<file path="config.mk">
export PLATFORM = sky130hd
export DESIGN_NAME = pcsc_ctrl
export DESIGN_NICKNAME = d
export VERILOG_FILES = /design/src/core/pcsc_ctrl.v /design/src/core/pcsc_fifo.v
export VERILOG_INCLUDE_DIRS = /design/src /design/src/core
export SDC_FILE = /design/constraint.sdc
export NUM_CORES = 1
export LEC_CHECK = 0
export ABC_CLOCK_PERIOD_IN_PS = 4400
export BUFFER_PORTS_ARGS = -buffer_cell sky130_fd_sc_hd__buf_4
export CORE_ASPECT_RATIO = 0.75
export CORE_UTILIZATION = 30
export DETAILED_ROUTE_END_ITERATION = 12
export PLACE_DENSITY = 0.43
export SLEW_MARGIN = 0
export SYNTH_ARGS = -nofsm -noshare
export SYNTH_HDL_FRONTEND = slang
export SYNTH_HIERARCHICAL = 1
export SYNTH_SLANG_ARGS = --single-unit
</file>
<file path="constraint.sdc">
create_clock -name clk -period 4.4 [get_ports clk]
set_input_delay 0.88 -clock clk [delete_from_list [all_inputs] [get_ports clk]]
set_output_delay 0.88 -clock clk [all_outputs]
set_load 0.05 [all_outputs]
</file>
<file path="src/core/pcsc_map.vh">
// Purpose: Named constants for the 16-bit card socket control strobes.
// Assumes: Included by core/pcsc_ctrl.v and by the bench top.
// Notes:   Cycle kinds, strobe timing counts and voltage classes.
`ifndef PCSC_MAP_VH
`define PCSC_MAP_VH
// ==========================================================
// Cycle kinds on the request port
`define PCSC_KIND_MEM_RD  2'h0
`define PCSC_KIND_MEM_WR  2'h1
`define PCSC_KIND_IO_RD   2'h2
`define PCSC_KIND_IO_WR   2'h3
// ==========================================================
// Timing counts in clock cycles
`define PCSC_SETUP_CYC    4'h2
`define PCSC_STROBE_CYC   4'h4
`define PCSC_HOLD_CYC     4'h1
// ==========================================================
// Voltage classes from the two sense lines
`define PCSC_VCLS_5V      2'h0
`define PCSC_VCLS_3V      2'h1
`define PCSC_VCLS_LV      2'h2
`define PCSC_VCLS_OPEN    2'h3
// ==========================================================
// Request word layout: kind, attribute, odd byte, wide, data
`define PCSC_REQ_W        21
`define PCSC_F_KIND_HI    20
`define PCSC_F_KIND_LO    19
`define PCSC_F_ATTR       18
`define PCSC_F_ODD        17
`define PCSC_F_WIDE       16
`endif

</file>
<file path="src/core/pcsc_ctrl.v">
// Purpose: Control-signal side of a 16-bit card socket: strobes and card inputs.
// Assumes: Host requests arrive on clk; card inputs are asynchronous.
// Notes:   One cycle at a time; requests queue in a 16-word FIFO.
// Summary of operation
// - Drive I/O write strobe low during host I/O write cycles.
// - Drive output enable low during host memory read cycles.
// - Shared pin means ready only in memory-only interface mode.
// - Attribute select stays high through every common memory access.
// - Attribute select low limits strobes to attribute or I/O space.
// - Provide card reset output forcing a hard card reset.
// - Decode both voltage sense lines together into a voltage class.
// - Never complete a cycle while the card holds wait asserted.
// - Use write enable to latch write data into memory cards.
// - With an I/O card, write-protect pin means 16-bit port indication.
// - Assert I/O read strobe during host I/O read cycles.
// - First enable selects even bytes, second enable odd bytes.
`include "pcsc_map.vh"
module pcsc_ctrl #(
	parameter DEPTH = 16
) (
	input  wire                   clk,
	input  wire                   rst_n,
	input  wire [`PCSC_REQ_W-1:0] req_data,
	input  wire                   req_valid,
	output wire                   req_ready,
	input  wire                   io_mode,
	input  wire                   card_reset_req,
	output reg                    done_pulse,
	output reg                    done_is_io,
	output reg                    done_in_ack,
	output reg                    done_wide,
	output reg                    card_busy,
	output reg                    card_irq,
	output reg                    write_protect,
	output reg  [1:0]             volt_class,
	output reg                    io_write_strobe_n,
	output reg                    io_read_strobe_n,
	output reg                    mem_oe_n,
	output reg                    mem_we_n,
	output reg                    attr_sel_n,
	output reg                    even_byte_sel_n,
	output reg                    odd_byte_sel_n,
	output reg                    card_reset,
	input  wire                   ready_irq_pin,
	input  wire                   wait_n,
	input  wire                   wp_wide_pin_n,
	input  wire                   in_ack_n,
	input  wire                   volt_sense_a,
	input  wire                   volt_sense_b
);
	// ==========================================================
	// States, one-hot
	localparam [3:0] ST_IDLE   = 4'h1;
	localparam [3:0] ST_SETUP  = 4'h2;
	localparam [3:0] ST_STROBE = 4'h4;
	localparam [3:0] ST_HOLD   = 4'h8;

	reg  [3:0]             state_reg;
	reg  [3:0]             cnt_reg;
	reg  [`PCSC_REQ_W-1:0] cur_reg;
	reg  [5:0]             sync1_reg;
	reg  [5:0]             sync2_reg;
	reg                    io_wide_reg;
	wire [`PCSC_REQ_W-1:0] q_data;
	wire                   q_valid;
	wire                   q_ready;
	wire [1:0]             kind;
	wire                   s_ready;
	wire                   s_wait_n;
	wire                   s_wp_n;
	wire                   s_ack_n;

	// Classifies the voltage sense pair as one combination.
	function [1:0] vclass;
		input a;
		input b;
		begin
			case ({a, b})
				2'h0:    vclass = `PCSC_VCLS_LV;
				2'h1:    vclass = `PCSC_VCLS_3V;
				2'h2:    vclass = `PCSC_VCLS_5V;
				default: vclass = `PCSC_VCLS_OPEN;
			endcase
		end
	endfunction

	// ==========================================================
	// Request queue
	pcsc_fifo #(
		.WIDTH (`PCSC_REQ_W),
		.DEPTH (DEPTH),
		.AW    (4)
	) u_fifo (
		.clk       (clk),
		.rst_n     (rst_n),
		.in_data   (req_data),
		.in_valid  (req_valid),
		.in_ready  (req_ready),
		.out_data  (q_data),
		.out_valid (q_valid),
		.out_ready (q_ready)
	);

	// Pop only when idle, card out of reset and ready (memory mode).
	assign q_ready  = state_reg[0] & ~card_reset & (io_mode | s_ready);
	assign kind     = cur_reg[`PCSC_F_KIND_HI:`PCSC_F_KIND_LO];
	assign s_ready  = sync2_reg[0];
	assign s_wait_n = sync2_reg[1];
	assign s_wp_n   = sync2_reg[2];
	assign s_ack_n  = sync2_reg[3];

	// input synchronisers
	// Two flops on every card input; only the second stage is read.
	always @(posedge clk) begin
		if (!rst_n) begin
			sync1_reg <= 6'h3F;
			sync2_reg <= 6'h3F;
		end else begin
			sync1_reg <= {volt_sense_b, volt_sense_a, in_ack_n,
				wp_wide_pin_n, wait_n, ready_irq_pin};
			sync2_reg <= sync1_reg;
		end
	end

	// Status outputs decoded from synchronised card inputs; card reset registered from the host request.
	always @(posedge clk) begin
		if (!rst_n) begin
			card_busy     <= 1'b0;
			card_irq      <= 1'b0;
			write_protect <= 1'b0;
			volt_class    <= `PCSC_VCLS_OPEN;
			card_reset    <= 1'b1;
		end else begin
			card_busy     <= ~io_mode & ~s_ready;
			card_irq      <= io_mode & ~s_ready;
			write_protect <= ~io_mode & ~s_wp_n;
			volt_class    <= vclass(sync2_reg[4], sync2_reg[5]);
			card_reset    <= card_reset_req;
		end
	end

	// Cycle engine: setup with selects, strobe held until wait clears, hold.
	always @(posedge clk) begin
		if (!rst_n) begin
			state_reg   <= ST_IDLE;
			cnt_reg     <= 4'h0;
			cur_reg     <= {`PCSC_REQ_W{1'b0}};
			io_wide_reg <= 1'b0;
		end else begin
			case (state_reg)
				ST_IDLE: begin
					if (q_valid && q_ready) begin
						cur_reg   <= q_data;
						cnt_reg   <= `PCSC_SETUP_CYC;
						state_reg <= ST_SETUP;
					end
				end
				ST_SETUP: begin
					io_wide_reg <= io_mode & ~s_wp_n;
					if (cnt_reg == 4'h1) begin
						// recheck card ready
						// Ready drops only after the previous write ends, so read it again here.
						if (io_mode || s_ready) begin
							cnt_reg   <= `PCSC_STROBE_CYC;
							state_reg <= ST_STROBE;
						end
					end else begin
						cnt_reg <= cnt_reg - 4'h1;
					end
				end
				ST_STROBE: begin
					if (cnt_reg > 4'h1) begin
						cnt_reg <= cnt_reg - 4'h1;
					end else if (s_wait_n) begin
						cnt_reg   <= `PCSC_HOLD_CYC;
						state_reg <= ST_HOLD;
					end
				end
				ST_HOLD: begin
					if (cnt_reg == 4'h1) begin
						state_reg <= ST_IDLE;
					end else begin
						cnt_reg <= cnt_reg - 4'h1;
					end
				end
				default: begin
					state_reg <= ST_IDLE;
				end
			endcase
		end
	end

	// Pin drivers, registered; strobes only in the strobe state, one at a time.
	always @(posedge clk) begin
		if (!rst_n) begin
			io_write_strobe_n <= 1'b1;
			io_read_strobe_n  <= 1'b1;
			mem_oe_n          <= 1'b1;
			mem_we_n          <= 1'b1;
			attr_sel_n        <= 1'b1;
			even_byte_sel_n   <= 1'b1;
			odd_byte_sel_n    <= 1'b1;
			done_pulse        <= 1'b0;
			done_is_io        <= 1'b0;
			done_in_ack       <= 1'b0;
			done_wide         <= 1'b0;
		end else begin
			mem_oe_n          <= ~(state_reg[2] && kind == `PCSC_KIND_MEM_RD);
			mem_we_n          <= ~(state_reg[2] && kind == `PCSC_KIND_MEM_WR);
			io_read_strobe_n  <= ~(state_reg[2] && kind == `PCSC_KIND_IO_RD);
			io_write_strobe_n <= ~(state_reg[2] && kind == `PCSC_KIND_IO_WR);
			attr_sel_n        <= state_reg[0] | ~(kind[1] | cur_reg[`PCSC_F_ATTR]);
			even_byte_sel_n   <= state_reg[0] |
				(cur_reg[`PCSC_F_ODD] & ~cur_reg[`PCSC_F_WIDE]);
			odd_byte_sel_n    <= state_reg[0] |
				~(cur_reg[`PCSC_F_ODD] | cur_reg[`PCSC_F_WIDE]);
			// Completion pulse at the last hold cycle.
			done_pulse        <= state_reg[3] && cnt_reg == 4'h1;
			done_is_io        <= kind[1];
			done_in_ack       <= kind == `PCSC_KIND_IO_RD && !s_ack_n;
			done_wide         <= io_wide_reg;
		end
	end
endmodule

</file>
<file path="src/core/pcsc_fifo.v">
// Purpose: Request FIFO in front of the socket cycle engine.
// Assumes: Single clock, synchronous active-low reset.
// Notes:   Ready on the filling side reflects honest fullness.
// ==========================================================
// FIFO module
module pcsc_fifo #(
	parameter WIDTH = 21,
	parameter DEPTH = 16,
	parameter AW    = 4
) (
	input  wire             clk,
	input  wire             rst_n,
	input  wire [WIDTH-1:0] in_data,
	input  wire             in_valid,
	output wire             in_ready,
	output wire [WIDTH-1:0] out_data,
	output wire             out_valid,
	input  wire             out_ready
);
	reg [WIDTH-1:0] mem [0:DEPTH-1];
	reg [AW-1:0]    wr_ptr_reg;
	reg [AW-1:0]    rd_ptr_reg;
	reg [AW:0]      count_reg;
	reg [AW:0]      count_next;
	reg             in_ready_reg;
	wire            push;
	wire            pop;

	// Handshakes on both sides.
	assign in_ready  = in_ready_reg;
	assign out_valid = (count_reg != {(AW+1){1'b0}});
	assign push      = in_valid & in_ready;
	assign pop       = out_valid & out_ready;
	assign out_data  = mem[rd_ptr_reg];

	// Next fill level; ready is registered from it so the filling side sees a flop.
	always @* begin
		count_next = count_reg;
		if (push && !pop) begin
			count_next = count_reg + 1'b1;
		end else if (pop && !push) begin
			count_next = count_reg - 1'b1;
		end
	end

	// Storage is not reset; pointers, fill count and ready carry the state.
	always @(posedge clk) begin
		if (push) begin
			mem[wr_ptr_reg] <= in_data;
		end
	end

	// Pointer and fill count update.
	always @(posedge clk) begin
		if (!rst_n) begin
			wr_ptr_reg <= {AW{1'b0}};
			rd_ptr_reg <= {AW{1'b0}};
			count_reg  <= {(AW+1){1'b0}};
			in_ready_reg <= 1'b1;
		end else begin
			if (push) begin
				wr_ptr_reg <= wr_ptr_reg + 1'b1;
			end
			if (pop) begin
				rd_ptr_reg <= rd_ptr_reg + 1'b1;
			end
			count_reg    <= count_next;
			in_ready_reg <= (count_next != DEPTH[AW:0]);
		end
	end
endmodule

</file>
==> run metrics <==
CP max stage delay=960 ps; M1 GR Usage=18.7%; Placed Area=6170 um^2; Final Hold Violating Endpoints=0; Critical Path Most Common Cell=nor3b_1; worst slew pin tran=1120 ps; RR Endpoint=u_fifo/in_ready; via-per-instance ratio=4.68; MaxCap Viol Count=0; run status=complete, no violations; Slowest cell on crit path=nor3b_1; I/O Pins=50; Sum Neg Setup Slack=0 ps; crit-path max FO=14; Clock Sinks=141; Final min period=2960 ps; Clock Skew=18.5 ps; Syn Nets=452; Worst slew margin=25.3%; I/O Buffers=33; Post-CTS Setup Inserts=0; fin. max-slew vios=0; M3 GR Usage=3.37%; synthesized area per cell=14.0 um^2; number of diodes=0; CTS Buffer Depth=2; Post-Syn Area=5720 um^2; DRC Markers=0; hold buffer count at CTS=0; die height=122 um; post-route cell area=6740 um^2; WL final=11.8 mm; Critical Path Start=state_reg[0]; reg2reg start=state_reg[0]; period utilisation layout=67.3%; Setup violations, final=0; worst setup path endpoint=u_fifo/in_ready; Total GRT Usage=13.0%; die area=19,600 um^2; H-Tree Depth=4; gr busiest metal=met1; Hold WC Path Type=reg -> reg; Tot Pwr=3.28 mW; Num CTS Buffers=17; DR WL/cell=17.0 um; RSZ-0062 raised after global routing=false; global-route wire length before repair=18.3 mm; antenna violations before repair=0; area delta synth->final=17.9%; crit path kind=reg -> reg; Crit. path cell count=5; Max IR drop VDD=0.223 mV; Detail Route Antenna Nets=0; largest net degree at the start of global routing=41; Finished Core Util=36.3%; Rows=43; Clk Latency, worst-skew pair=420 ps; Die Wd=161 um; crit path DAT=3250 ps; Worst Path Required=4690 ps; vias=3,259; clock root buffer master=clkbuf_16; Reg2Reg Setup Slack=1440 ps; hold_sp=sync2_reg[3]; CP Cell Sequence=nor3b_1 > nor3b_1 > a41o_1 > a211oi_1 > or4b_1; hpwl dp=7.96 mm; worst r2r path cells=5; first drt pass iteration count=4; core area=18,600 um^2; Yosys warnings=6; NumNets Final=480; Initial Utilization=30.8%; Final GP Congestion=0.772; vias in the first global route=3,149; clk slew on worst S/H paths=60 ps; crit start category=register; met2 GRT Util=18.5%; post-synthesis cell count=409; leak pwr=2.32 nW; DR iter-0 viols=238; CP Capture Type=register; Pwr Density=486 nW/um^2; cell class contributing the biggest share of worst-path delay=simple AND/OR/NAND/NOR gates; grt total ovfl=0; WP buf/inv=0; share of cells above drive strength 1=21.6%; Resize count post-CTS=0; flip-flop count of the largest register after layout=80; Fmax achieved=338 MHz; TritonCTS clock tree=done
worst reg2reg max path: stages, from the launching register on:
cell and delay [ps]:
dfxtp_1 640, nor3b_1 960, nor3b_1 190, a41o_1 300, a211oi_1 280, or4b_1 470
report_power, final:
group	internal [mW]	total, mW	switching, mW	leakage (nW)
clock	0.756	1.38	0.627	0.281
sequential	1.44	1.51	0.0711	1.22
combinational	0.179	0.387	0.208	0.816
total	2.37	3.28	0.906	2.32
cells in the final DEF (no fill, tap or decap), types with 3 or more instances in the layout:
cell type  count
xor2_1         4
or4b_1         4
xnor2_1        5
nand2b_1      17
ha_1          11
nand3_1        8
a21oi_1       12
or3_1          3
nor3_1         3
mux2i_1        6
a21boi_1       3
inv_8          6
and3_1         6
a211oi_1       3
buf_4         33
dfxtp_1       60
nor4b_1        3
inv_6          5
nor3b_1        7
nor2_1        20
edfxtp_1      80
inv_1         12
nor2b_1       11
mux4_2        25
o21ai_1        5
nand2_1       21
clkbuf_16     17
and2_1        19
o21ai_0        9
how the worst min path moves through the flow:
stage	to	depth (start not counted)	slack, ps
after detailed placement	done_in_ack	1	390
after global routing	done_in_ack	1	430
after global placement	done_in_ack	1	380
after CTS	done_in_ack	1	400
after floorplan	done_in_ack	1	370
final	done_in_ack	1	390
per-layer routing:
layer  up-vias  routed length, um
met5         -                  0
met4         0                143
met3         9                511
met2        54               5220
met1      1621               5970
li1       1575                  -
stage by stage:
stage	hold slack (ps)	setup slack, ps	cells
3_3_place_gp	381	1110	665
4_1_cts	395	1480	697
2_1_floorplan	372	1680	409
3_5_place_dp	386	1040	665
6_report	390	1440	697
5_1_grt	428	1210	697
cell type report:
type | count | area, um^2
Fill cell | 1795 | 11800
Sequential cell | 141 | 3620
Multi-Input combinational cell | 232 | 1940
Clock buffer | 17 | 425
Tap cell | 247 | 309
Timing Repair Buffer | 33 | 248
Clock inverter | 15 | 148
Inverter | 12 | 45.0
No activity file was read; power rests on OpenSTA's default activity.
